`src/csps_consts.vh`:
```
`ifndef CSPS_CONSTS_VH
`define CSPS_CONSTS_VH

// Register indices on the plain register port
`define CSPS_ADDR_W          3
`define CSPS_A_PLL           3'h0
`define CSPS_A_MCU           3'h1
`define CSPS_A_CMD           3'h2
`define CSPS_A_SEL           3'h3
`define CSPS_A_SLP           3'h4

// pll_control_status fields
`define CSPS_PLL_FACT_HI     5
`define CSPS_PLL_FACT_LO     2
`define CSPS_PLL_EN_BIT      1
`define CSPS_PLL_LOCK_BIT    0
`define CSPS_PLL_FACT_RST    4'h1
`define CSPS_PLL_FACT_MIN    4'h2
`define CSPS_PLL_FACT_MAX    4'h6
`define CSPS_PLL_FACT_OFS    4'h2

// mcu_control fields
`define CSPS_RC_SEL_BIT      2

// clock_command_status fields and command codes
`define CSPS_CCE_BIT         7
`define CSPS_RDY_BIT         4
`define CSPS_CCE_ONLY        8'h80
`define CSPS_CCE_WIN         2'h3
`define CSPS_CMD_NONE        4'h0
`define CSPS_CMD_DISABLE     4'h1
`define CSPS_CMD_ENABLE      4'h2
`define CSPS_CMD_AVAIL       4'h3
`define CSPS_CMD_SWITCH      4'h4
`define CSPS_CMD_RECOVER     4'h5
`define CSPS_CMD_CLOCK_OUTPUT_FUSE       4'h7

// clock_source_selection fields
`define CSPS_CLOCK_OUT_SELECT_BIT        6

// sleep_mode_control fields and modes
`define CSPS_SE_BIT          0
`define CSPS_SM_HI           3
`define CSPS_SM_LO           1
`define CSPS_SM_IDLE         3'h0
`define CSPS_SM_ADCNR        3'h1
`define CSPS_SM_PDOWN        3'h2
`define CSPS_SM_STBY         3'h6

// Wake timing in cycles
`define CSPS_WAKE_EXTRA      8'h04
`define CSPS_STBY_WAKE       8'h06
`define CSPS_SUT0_CYC        8'h08
`define CSPS_SUT1_CYC        8'h10
`define CSPS_SUT2_CYC        8'h20
`define CSPS_SUT3_CYC        8'h40

`endif

```
`src/csps_clock_ctrl.v`:
```
`timescale 1ns/100ps
`default_nettype none
`include "csps_consts.vh"
// What this block does
// - PLL factor field codes 2..6 give multipliers 4..8; others reserved.
// - PLL enable starts PLL and also starts the RC oscillator as reference.
// - PLL enable reads and stays one while PLL drives system clock.
// - Lock flag is read-only and shows the PLL locked state.
// - RC select zero means 8 MHz, one means 1 MHz.
// - RC select writes take effect only while RC oscillator is enabled.
// - RC select is cleared by hardware while RC oscillator is disabled.
// - Change enable updates only on a write of it alone.
// - Change enable clears four cycles later or on command write, no restart.
// - Command codes 0..5 and 7 decoded; 1xxx and others mean no command.
// - Ready flag clears on availability request, sets when clock confirmed.
// - Clock-out bit resets from fuse, used by clock-output command only.
// - Start-up code resets from fuse, used by enable and disable commands.
// - Source code resets from fuse; recover loads current system source.
// - Sleep entered only with sleep enable set and sleep instruction.
// - Mode 000 idle, 001 ADC noise, 010 power-down, 110 standby with crystal.
// - Each sleep mode gates its own set of clock domains.
// - Interrupt wake halts four cycles beyond start-up, then runs handler.
// - Reset during sleep restarts from the reset vector.
// - Standby wakes in six cycles since the oscillator keeps running.
module csps_clock_ctrl
(
  // Clock and reset
  input  wire       clk,
  input  wire       rst_n,
  // Register port
  input  wire [2:0] reg_addr,
  input  wire [7:0] reg_wdata,
  input  wire       reg_wr,
  input  wire       reg_rd,
  output reg  [7:0] reg_rdata,
  // Fuse values
  input  wire       clock_output_fuse,
  input  wire [1:0] startup_fuses,
  input  wire [3:0] source_fuses,
  // Oscillator and PLL status
  input  wire       pll_lock_in,
  input  wire       pll_is_sys_clk,
  input  wire       rc_osc_enabled,
  input  wire       ext_xtal_selected,
  input  wire [3:0] sys_source_code,
  input  wire       clk_avail_in,
  // PLL and RC oscillator control
  output wire       pll_run,
  output wire       rc_osc_start,
  output reg  [3:0] pll_mult,
  output wire       rc_1mhz_sel,
  // Clock switch engine command
  output reg        cmd_valid,
  output reg  [3:0] cmd_code,
  output reg  [3:0] cmd_source,
  output reg  [1:0] cmd_startup,
  output reg        clock_out_en,
  // Sleep control
  input  wire       sleep_instr,
  input  wire       wake_irq,
  output reg        cpu_clk_en,
  output reg        flash_clk_en,
  output reg        io_clk_en,
  output reg        adc_clk_en,
  output reg        pll_clk_en,
  output reg        main_src_en,
  output reg        irq_resume
);
  localparam ST_RUN   = 2'h0;
  localparam ST_SLEEP = 2'h1;
  localparam ST_WAKE  = 2'h2;
  reg  [3:0] pll_factor_r;
  reg        pll_enable_bit_r;
  reg        rc_freq_select_r;
  reg        cmd_change_enable_r;
  reg  [1:0] cce_cnt_r;
  reg  [3:0] clock_command_code_r;
  reg        clock_ready_flag_r;
  reg        avail_pend_r;
  reg        clock_out_select_r;
  reg  [1:0] startup_code_r;
  reg  [3:0] source_code_r;
  reg        sleep_enable_bit_r;
  reg  [2:0] sleep_mode_field_r;
  reg        fuse_loaded_r;
  reg  [1:0] state_r;
  reg  [1:0] state_nxt;
  reg  [2:0] act_mode_r;
  reg  [7:0] wake_cnt_r;
  reg  [7:0] wake_cnt_nxt;
  reg  [7:0] rd_nxt;
  wire       wr_pll = reg_wr && (reg_addr == `CSPS_A_PLL);
  wire       wr_mcu = reg_wr && (reg_addr == `CSPS_A_MCU);
  wire       wr_cmd = reg_wr && (reg_addr == `CSPS_A_CMD);
  wire       wr_sel = reg_wr && (reg_addr == `CSPS_A_SEL);
  wire       wr_slp = reg_wr && (reg_addr == `CSPS_A_SLP);
  // Start-up code to wake cycles, shared by wake timing
  function [7:0] sut_cycles;
    input [1:0] code;
    begin
      case (code)
        2'h0:    sut_cycles = `CSPS_SUT0_CYC;
        2'h1:    sut_cycles = `CSPS_SUT1_CYC;
        2'h2:    sut_cycles = `CSPS_SUT2_CYC;
        default: sut_cycles = `CSPS_SUT3_CYC;
      endcase
    end
  endfunction
  wire       pll_en_eff = pll_enable_bit_r | pll_is_sys_clk;
  assign pll_run      = pll_en_eff;
  assign rc_osc_start = pll_en_eff;
  assign rc_1mhz_sel  = rc_freq_select_r;
  always @*
  begin
    if (pll_factor_r >= `CSPS_PLL_FACT_MIN && pll_factor_r <= `CSPS_PLL_FACT_MAX)
      pll_mult = pll_factor_r + `CSPS_PLL_FACT_OFS;
    else
      pll_mult = 4'h0;
  end
  // PLL and MCU control registers
  always @(posedge clk or negedge rst_n)
  begin
    if (!rst_n)
    begin
      pll_factor_r     <= `CSPS_PLL_FACT_RST;
      pll_enable_bit_r <= 1'b0;
      rc_freq_select_r <= 1'b0;
    end
    else
    begin
      if (pll_is_sys_clk)
        pll_enable_bit_r <= 1'b1;
      else if (wr_pll)
        pll_enable_bit_r <= reg_wdata[`CSPS_PLL_EN_BIT];
      if (wr_pll)
        pll_factor_r <= reg_wdata[`CSPS_PLL_FACT_HI:`CSPS_PLL_FACT_LO];
      if (!rc_osc_enabled)
        rc_freq_select_r <= 1'b0;
      else if (wr_mcu)
        rc_freq_select_r <= reg_wdata[`CSPS_RC_SEL_BIT];
    end
  end
  wire       cmd_take = wr_cmd && cmd_change_enable_r && !reg_wdata[`CSPS_CCE_BIT];
  wire [3:0] cmd_eff  = reg_wdata[3] ? `CSPS_CMD_NONE : reg_wdata[3:0];
  // Change enable and command register
  always @(posedge clk or negedge rst_n)
  begin
    if (!rst_n)
    begin
      cmd_change_enable_r  <= 1'b0;
      cce_cnt_r            <= 2'h0;
      clock_command_code_r <= 4'h0;
    end
    else
    begin
      if (wr_cmd && reg_wdata == `CSPS_CCE_ONLY && !cmd_change_enable_r)
      begin
        cmd_change_enable_r <= 1'b1;
        cce_cnt_r           <= `CSPS_CCE_WIN;
      end
      else if (cmd_take || (cmd_change_enable_r && cce_cnt_r == 2'h0))
        cmd_change_enable_r <= 1'b0;
      else if (cmd_change_enable_r)
        cce_cnt_r <= cce_cnt_r - 2'h1;
      if (cmd_take)
        clock_command_code_r <= reg_wdata[3:0];
    end
  end
  // Command issue to the switch engine
  always @(posedge clk or negedge rst_n)
  begin
    if (!rst_n)
    begin
      cmd_valid    <= 1'b0;
      cmd_code     <= 4'h0;
      cmd_source   <= 4'h0;
      cmd_startup  <= 2'h0;
      clock_out_en <= 1'b0;
    end
    else
    begin
      cmd_valid <= 1'b0;
      if (cmd_take && cmd_eff != `CSPS_CMD_NONE && cmd_eff != 4'h6)
      begin
        cmd_valid   <= 1'b1;
        cmd_code    <= cmd_eff;
        cmd_source  <= source_code_r;
        cmd_startup <= startup_code_r;
      end
      if (cmd_take && cmd_eff == `CSPS_CMD_CLOCK_OUTPUT_FUSE)
        clock_out_en <= clock_out_select_r;
    end
  end
  // Selection register, fuse load after reset release
  always @(posedge clk or negedge rst_n)
  begin
    if (!rst_n)
    begin
      fuse_loaded_r      <= 1'b0;
      clock_out_select_r <= 1'b0;
      startup_code_r     <= 2'h0;
      source_code_r      <= 4'h0;
    end
    else
    begin
      fuse_loaded_r <= 1'b1;
      if (!fuse_loaded_r)
      begin
        clock_out_select_r <= clock_output_fuse;
        startup_code_r     <= startup_fuses;
        source_code_r      <= source_fuses;
      end
      else if (cmd_take && cmd_eff == `CSPS_CMD_RECOVER)
        source_code_r <= sys_source_code;
      else if (wr_sel)
      begin
        clock_out_select_r <= reg_wdata[`CSPS_CLOCK_OUT_SELECT_BIT];
        startup_code_r     <= reg_wdata[5:4];
        source_code_r      <= reg_wdata[3:0];
      end
    end
  end
  always @(posedge clk or negedge rst_n)
  begin
    if (!rst_n)
    begin
      clock_ready_flag_r <= 1'b0;
      avail_pend_r       <= 1'b0;
    end
    else if (cmd_take && cmd_eff == `CSPS_CMD_AVAIL)
    begin
      clock_ready_flag_r <= 1'b0;
      avail_pend_r       <= 1'b1;
    end
    else if (avail_pend_r && clk_avail_in)
    begin
      clock_ready_flag_r <= 1'b1;
      avail_pend_r       <= 1'b0;
    end
  end
  // Sleep control register
  always @(posedge clk or negedge rst_n)
  begin
    if (!rst_n)
    begin
      sleep_enable_bit_r <= 1'b0;
      sleep_mode_field_r <= 3'h0;
    end
    else if (wr_slp)
    begin
      sleep_enable_bit_r <= reg_wdata[`CSPS_SE_BIT];
      sleep_mode_field_r <= reg_wdata[`CSPS_SM_HI:`CSPS_SM_LO];
    end
  end
  wire       mode_ok = (sleep_mode_field_r == `CSPS_SM_IDLE) ||
                   (sleep_mode_field_r == `CSPS_SM_ADCNR) ||
                   (sleep_mode_field_r == `CSPS_SM_PDOWN) ||
                   (sleep_mode_field_r == `CSPS_SM_STBY && ext_xtal_selected);
  // Sleep state machine; reset simply returns to run, so the CPU restarts
  always @*
  begin
    state_nxt    = state_r;
    wake_cnt_nxt = wake_cnt_r;
    case (state_r)
      ST_RUN:
        if (sleep_instr && sleep_enable_bit_r && mode_ok)
          state_nxt = ST_SLEEP;
      ST_SLEEP:
        if (wake_irq)
        begin
          state_nxt = ST_WAKE;
          if (act_mode_r == `CSPS_SM_STBY)
            wake_cnt_nxt = `CSPS_STBY_WAKE - 8'h1;
          else if (act_mode_r == `CSPS_SM_PDOWN)
            wake_cnt_nxt = sut_cycles(startup_code_r) + `CSPS_WAKE_EXTRA - 8'h1;
          else
            wake_cnt_nxt = `CSPS_WAKE_EXTRA - 8'h1;
        end
      ST_WAKE:
        if (wake_cnt_r == 8'h0)
          state_nxt = ST_RUN;
        else
          wake_cnt_nxt = wake_cnt_r - 8'h1;
      default:
        state_nxt = ST_RUN;
    endcase
  end
  always @(posedge clk or negedge rst_n)
  begin
    if (!rst_n)
    begin
      state_r    <= ST_RUN;
      act_mode_r <= 3'h0;
      wake_cnt_r <= 8'h0;
      irq_resume <= 1'b0;
    end
    else
    begin
      state_r    <= state_nxt;
      wake_cnt_r <= wake_cnt_nxt;
      irq_resume <= (state_r == ST_WAKE) && (state_nxt == ST_RUN);
      if (state_r == ST_RUN)
        act_mode_r <= sleep_mode_field_r;
    end
  end
  always @*
  begin
    cpu_clk_en   = 1'b1;
    flash_clk_en = 1'b1;
    io_clk_en    = 1'b1;
    adc_clk_en   = 1'b1;
    pll_clk_en   = 1'b1;
    main_src_en  = 1'b1;
    if (state_r != ST_RUN)
    begin
      cpu_clk_en   = 1'b0;
      flash_clk_en = 1'b0;
    end
    if (state_r == ST_SLEEP)
    begin
      case (act_mode_r)
        `CSPS_SM_IDLE:
          io_clk_en = 1'b1;
        `CSPS_SM_ADCNR:
          io_clk_en = 1'b0;
        `CSPS_SM_STBY:
        begin
          io_clk_en  = 1'b0;
          adc_clk_en = 1'b0;
          pll_clk_en = 1'b0;
        end
        default:
        begin
          io_clk_en   = 1'b0;
          adc_clk_en  = 1'b0;
          pll_clk_en  = 1'b0;
          main_src_en = 1'b0;
        end
      endcase
    end
  end
  // Read mux; reserved bits read zero
  always @*
  begin
    rd_nxt = 8'h00;
    case (reg_addr)
      `CSPS_A_PLL:
        rd_nxt = {2'h0, pll_factor_r, pll_en_eff, pll_lock_in};
      `CSPS_A_MCU:
        rd_nxt = {5'h00, rc_freq_select_r, 2'h0};
      `CSPS_A_CMD:
        rd_nxt = {cmd_change_enable_r, 2'h0, clock_ready_flag_r, clock_command_code_r};
      `CSPS_A_SEL:
        rd_nxt = {1'b0, clock_out_select_r, startup_code_r, source_code_r};
      `CSPS_A_SLP:
        rd_nxt = {4'h0, sleep_mode_field_r, sleep_enable_bit_r};
      default:
        rd_nxt = 8'h00;
    endcase
  end
  // Read data valid only in the cycle after the strobe
  always @(posedge clk or negedge rst_n)
  begin
    if (!rst_n)
      reg_rdata <= 8'h00;
    else
      reg_rdata <= reg_rd ? rd_nxt : 8'h00;
  end
endmodule // csps_clock_ctrl
`default_nettype wire

```
`config.mk`:
```
export PLATFORM = sky130hd
export DESIGN_NAME = csps_clock_ctrl
export DESIGN_NICKNAME = d
export VERILOG_FILES = /design/src/csps_clock_ctrl.v
export VERILOG_INCLUDE_DIRS = /design/src
export SDC_FILE = /design/constraint.sdc
export NUM_CORES = 1
export LEC_CHECK = 0
export ABC_AREA = 1
export BUFFER_PORTS_ARGS = -buffer_cell sky130_fd_sc_hd__buf_2
export CAP_MARGIN = 20
export CORE_MARGIN = 2
export CORE_UTILIZATION = 40
export DETAILED_ROUTE_END_ITERATION = 8
export PLACE_DENSITY = 0.68
export SLEW_MARGIN = 15
export SYNTH_ARGS = -nofsm -noshare
export SYNTH_HDL_FRONTEND = slang
export SYNTH_SLANG_ARGS = --single-unit
```
`constraint.sdc`:
```
create_clock -name clk -period 1.42 [get_ports clk]
set_input_delay 0.284 -clock clk [delete_from_list [all_inputs] [get_ports clk]]
set_output_delay 0.284 -clock clk [all_outputs]
set_load 0.03 [all_outputs]
```
Word level (Yosys, flattened, before mapping) --
Index checks and enable logic that the tools add are counted.
Operators by class: add/sub/neg operators 5, bitwise gates (word level) 1, equal/unequal tests 26, reductions and logical operators 47, mux-type cells 48, magnitude comparators 2
Operator list (number):
- $mux W8 | 9
- $pmux W8 S5 | 1
- $logic_and A1 B1 Y1 | 21
- $mux W1 | 21
- $pmux W7 S3 | 1
- $mux W2 | 9
- $mux W4 | 4
- $pmux W8 S2 | 1
- $sub A8 B1 Y8 const B | 2
- $eq A3 B2 Y1 const B | 5
- $eq A3 B3 Y1 const B | 5
- $reduce_bool A2 Y1 | 6
- $eq A3 B1 Y1 const B | 3
- $logic_not A3 Y1 | 3
- $add A8 B3 Y8 const B | 1
- $eq A8 B8 Y1 const B | 1
- $logic_not A2 Y1 | 4
- $logic_not A8 Y1 | 1
- $ne A2 B2 Y1 const B | 4
- $pmux W2 S3 | 1
- $add A4 B2 Y4 const B | 1
- $eq A2 B1 Y1 const B | 2
- $eq A2 B2 Y1 const B | 2
- $ge A4 B2 Y1 const B | 1
- other kinds (14) | 20
Storage, ports and cells: word-level logic and storage cells 153, output and inout bits 34, bits of input ports 33, flip-flop bits (word level) 61

Logic depth before layout (Yosys ltp) --
depth after elaboration 12, mapped depth 9, depth with buffers taken out 9

Worst setup path before layout --
No wires, ideal clock.
path kind register to output, from reg pll_factor_r[1], to out pll_mult[0], path slack -116 ps, required time 1136 ps, stages on the path, launching flop included 6, buffers on the path 0, data arrival time 1252 ps, path through dfrtp_1 > ha_1 > inv_1 > o211ai_1 > nand2_1 > nor2_1
Between the ends: longest elaborated chain between the ends 3, elaborated cells between the ends (all ways) 4, classes of those cells order compare (2); mux (1); reduce/logical (1)
RTL lines:
- start: declaration | RTL line csps_clock_ctrl.v:72 | reg [3:0] pll_factor_r;
- start signal: assignment | RTL line csps_clock_ctrl.v:125 | pll_factor_r <= `CSPS_PLL_FACT_RST;
- start signal: assignment | RTL line csps_clock_ctrl.v:136 | pll_factor_r <= reg_wdata[`CSPS_PLL_FACT_HI:`CSPS_PLL_FACT_LO];
- $ge A4 B2 Y1 (no line) / $le A4 B3 Y1 (equally long branches)
- $logic_and A1 B1 Y1 (no line) (*)
- $mux W4 (*) | RTL line csps_clock_ctrl.v:115 | if (pll_factor_r >= `CSPS_PLL_FACT_MIN && pll_factor_r <= `CSPS_PLL_FACT_MAX)
- end: declaration | RTL line csps_clock_ctrl.v:50 | output reg [3:0] pll_mult,
Mark *: on every way between the ends. The rest lies on a longest branch, timed or not.

Worst setup path after layout --
from reg pll_factor_r[1], to out pll_mult[2]
Between the ends: longest elaborated chain between the ends 3, elaborated cells between the ends (all ways) 5, classes of those cells add/sub (1); order compare (2); mux (1); reduce/logical (1)
RTL lines (RTL line):
- $ge A4 B2 Y1 (no line) / $le A4 B3 Y1 (equally long branches)
- $logic_and A1 B1 Y1 (no line)
- $mux W4 (*) | csps_clock_ctrl.v:115
Marks and branches as above.

==> reports/metrics.cfg <==
[final_layout]
layout-drive-gt1-share = 0.3054
final_core_utilization = 0.5496
stdcell_count = 577
nFillCells = 651
n_antenna_cell = 0
area_delta_synth_final_pct = 31.97
regArea_sq_mm = 0.001503
multiInputGateArea_sq_mm = 0.001334
nets = 510

[sta]
setup_viol = 10
grt_setup_unrepaired = true
timing.fmax_ghz = 0.5738
hold_ws_ns = 0.1576
final.period_utilization = 1.227
hold_viol = 0
period_needed_ns = 1.743
worst_slack_ns = -0.3227
fin_worst_skew_ns = 0.006657
maxSlewViolCount = 0

[global_route]
grt_max_degree = 29
grt_pass1_wl_um = 12530
grt_usage = 0.1902
first_global_vias = 2759
grt.overflow.total = 0
grt_antenna_before_repair = 0

[place]
dp_cells = 553
place_congestion = 0.8277
portBuffers = 65
dp_slack_ns = 0.01362
dp_hpwl_um = 5704

[synthesis]
syn_area_per_cell_sq_um = 8.055
netlist.area_leader.share = 0.4836
synthArstFlopShare = 1.000
synth_edf_count = 0
synth-seq-cells = 60
synth_nets = 416
yosysWarnings = 0
yosys-top-cells-count = 104 x nand2_1, 59 x dfrtp_1, 49 x inv_1
netlist_area_sq_mm = 0.003053
syn_inst = 379
synth_cell_types = 34
synth_largest_area_cell = dfrtp_1
synth.most_common_cell = nand2_1
synth.area.top_cells = dfrtp_1 48%, nand2_1 13%, inv_1 6.0%
ys.flop_type = dfrtp_1
seq_area_frac_synth = 0.4922

[clock_network]
cts_root_buf = clkbuf_8
numCtsBuffers = 9
cts_max_level = 3
clockBufferDepth = 2
clock_sinks = 60
clk_pin_slew_worst_paths_ns = 0.06
cts_tree = built
insertion_delay_ns = 0.33

[floorplan]
die_y_um = 91.37
die_area_sq_mm = 0.008348
pin_count = 67
die_w_um = 91.37
start_util = 0.4165
core_sq_mm = 0.007331
rows = 31

[worst_setup_path]
cp-end-kind = output port
worst_path_max_delay_cell = dfrtp_1
critPathKind = flop to output port
path_buf_inv = 2
worstPathArrival_ns = 1.46
cp.required_ns = 1.14
path_max_fanout = 4
cp_top_family = flip-flops
max_stage_delay_ns = 0.36
cp-start-kind = flop
path_cells = ha_1 > inv_1 > o211ai_1 > nand2_1 > nor2_1 > buf_4

[outcome]
status = finished with violations
violations = negative setup slack

[job]
cap_viol_max_count = 0

[routing]
drt_first_pass_iters = 4
drt_iter0_drc = 103
wl_per_cell_um = 13.27
routed_wl_um = 7654
drc = 0
via_per_inst = 4.846
vias = 2796
ant_nets = 0

[power_and_ir_drop]
leakage_nw = 2.089
p_per_area_mw_per_mm2 = 1416
ir_drop_mv = 0.5001
power_mw = 5.706

[worst_hold_path]
hp-class = input port to flop

## cell type report
cell class,count,area share
Clock buffer,12,0.03602
Clock inverter,4,0.01801
Inverter,54,0.05031
Multi-Input combinational cell,256,0.3311
Sequential cell,60,0.3730
Tap cell,99,0.03075
Timing Repair Buffer,92,0.1609
## metrics by stage
| step | TNS, ns | area, sq um |
|---|---|---|
| floorplan | -0.4657 | 3055 |
| global route | -2.903 | 4029 |
| finish | -2.032 | 4029 |
| detailed placement | 0 | 3617 |
| global placement | 0 | 3617 |
| CTS | -2.038 | 3949 |
## per-layer routing
| metal | global-route usage | vias to the layer above | wire (um) |
|---|---|---|---|
| met5 | 0 | - | 0 |
| met4 | 0.05303 | 0 | 68 |
| met3 | 0.04813 | 6 | 322 |
| met2 | 0.3204 | 72 | 3890 |
| met1 | 0.2428 | 1313 | 3372 |
| li1 | - | 1405 | - |
## where the power goes
group	internal [mW]	switching, mW
logic	0.720	1.17
clock network	1.03	0.645
registers	1.95	0.191
## flip-flops by register name, indices dropped and copies added, names as in the netlist, 2 cells and up
| name | count |
|---|---|
| reg_rdata | 8 |
| wake_cnt_r | 8 |
| clock_command_code_r | 4 |
| cmd_source | 4 |
| pll_factor_r | 4 |
| source_code_r | 4 |
| act_mode_r | 3 |
| cmd_code | 3 |
| sleep_mode_field_r | 3 |
| cce_cnt_r | 2 |
| cmd_startup | 2 |
| startup_code_r | 2 |
| state_r | 2 |
## worst reg2reg max path: cells and delay by family (launching register included)
family / cells / cell delay (ns)
and+or+nand+nor: 7 / 0.69
buffers and inverters: 1 / 0.10
DFF: 1 / 0.41
## path summary, 6_finish.rpt
kind,start,to,slack (ns),cells after the start
worst min-delay path,clk_avail_in,avail_pend_r,0.16,2
worst max-delay path,pll_factor_r[1],pll_mult[2],-0.32,6
worst max register to register,wake_cnt_r[2],wake_cnt_r[7],0.13,8
min in group asynchronous,rst_n,wake_cnt_r[7],0.43,2
worst min register to register,clock_command_code_r[0],clock_command_code_r[0],0.49,2
max in group asynchronous,rst_n,pll_factor_r[0],0.46,3
## cell usage in the layout, fill, tap and decap left out, types with 2 or more instances in the layout
master       n
ha_1         3
buf_2       53
o211ai_1     2
clkbuf_1     2
buf_6       10
o21ai_1      8
conb_1       2
nand2_2      3
inv_2       10
a211oi_1     3
nor2_1      26
a41oi_1      3
o21ai_0     22
nand3_1     26
clkbuf_8    10
nor2_4       3
o21ai_2      4
dfrtp_1     59
a21oi_1      9
nor2_2       5
nand2_4      3
inv_1       44
nand2_1    103
bufinv_16    2
nand4_1      6
nor3_1       7
nand3_2      4
buf_4       24
buf_12       4
o221ai_1     2
## cells by family after synthesis
kind of cell    Yosys count  synth area share
flops                    60            0.4922
other cells               2          0.002460
buf+inv                  63           0.09262
simple gates            193            0.2865
fa+ha+maj                 4           0.01639
compound gates           57            0.1098
## repair_timing
item | in CTS | in global routing
hold buffers | 1 | 0
setup buffers | 4 | 3
pin swaps | 3 | 3
endpoints found under the setup margin | 12 | 20
endpoints found under the hold margin | 15 | 0
gates resized for setup | 24 | 18
(Power assumes the default switching activity.)
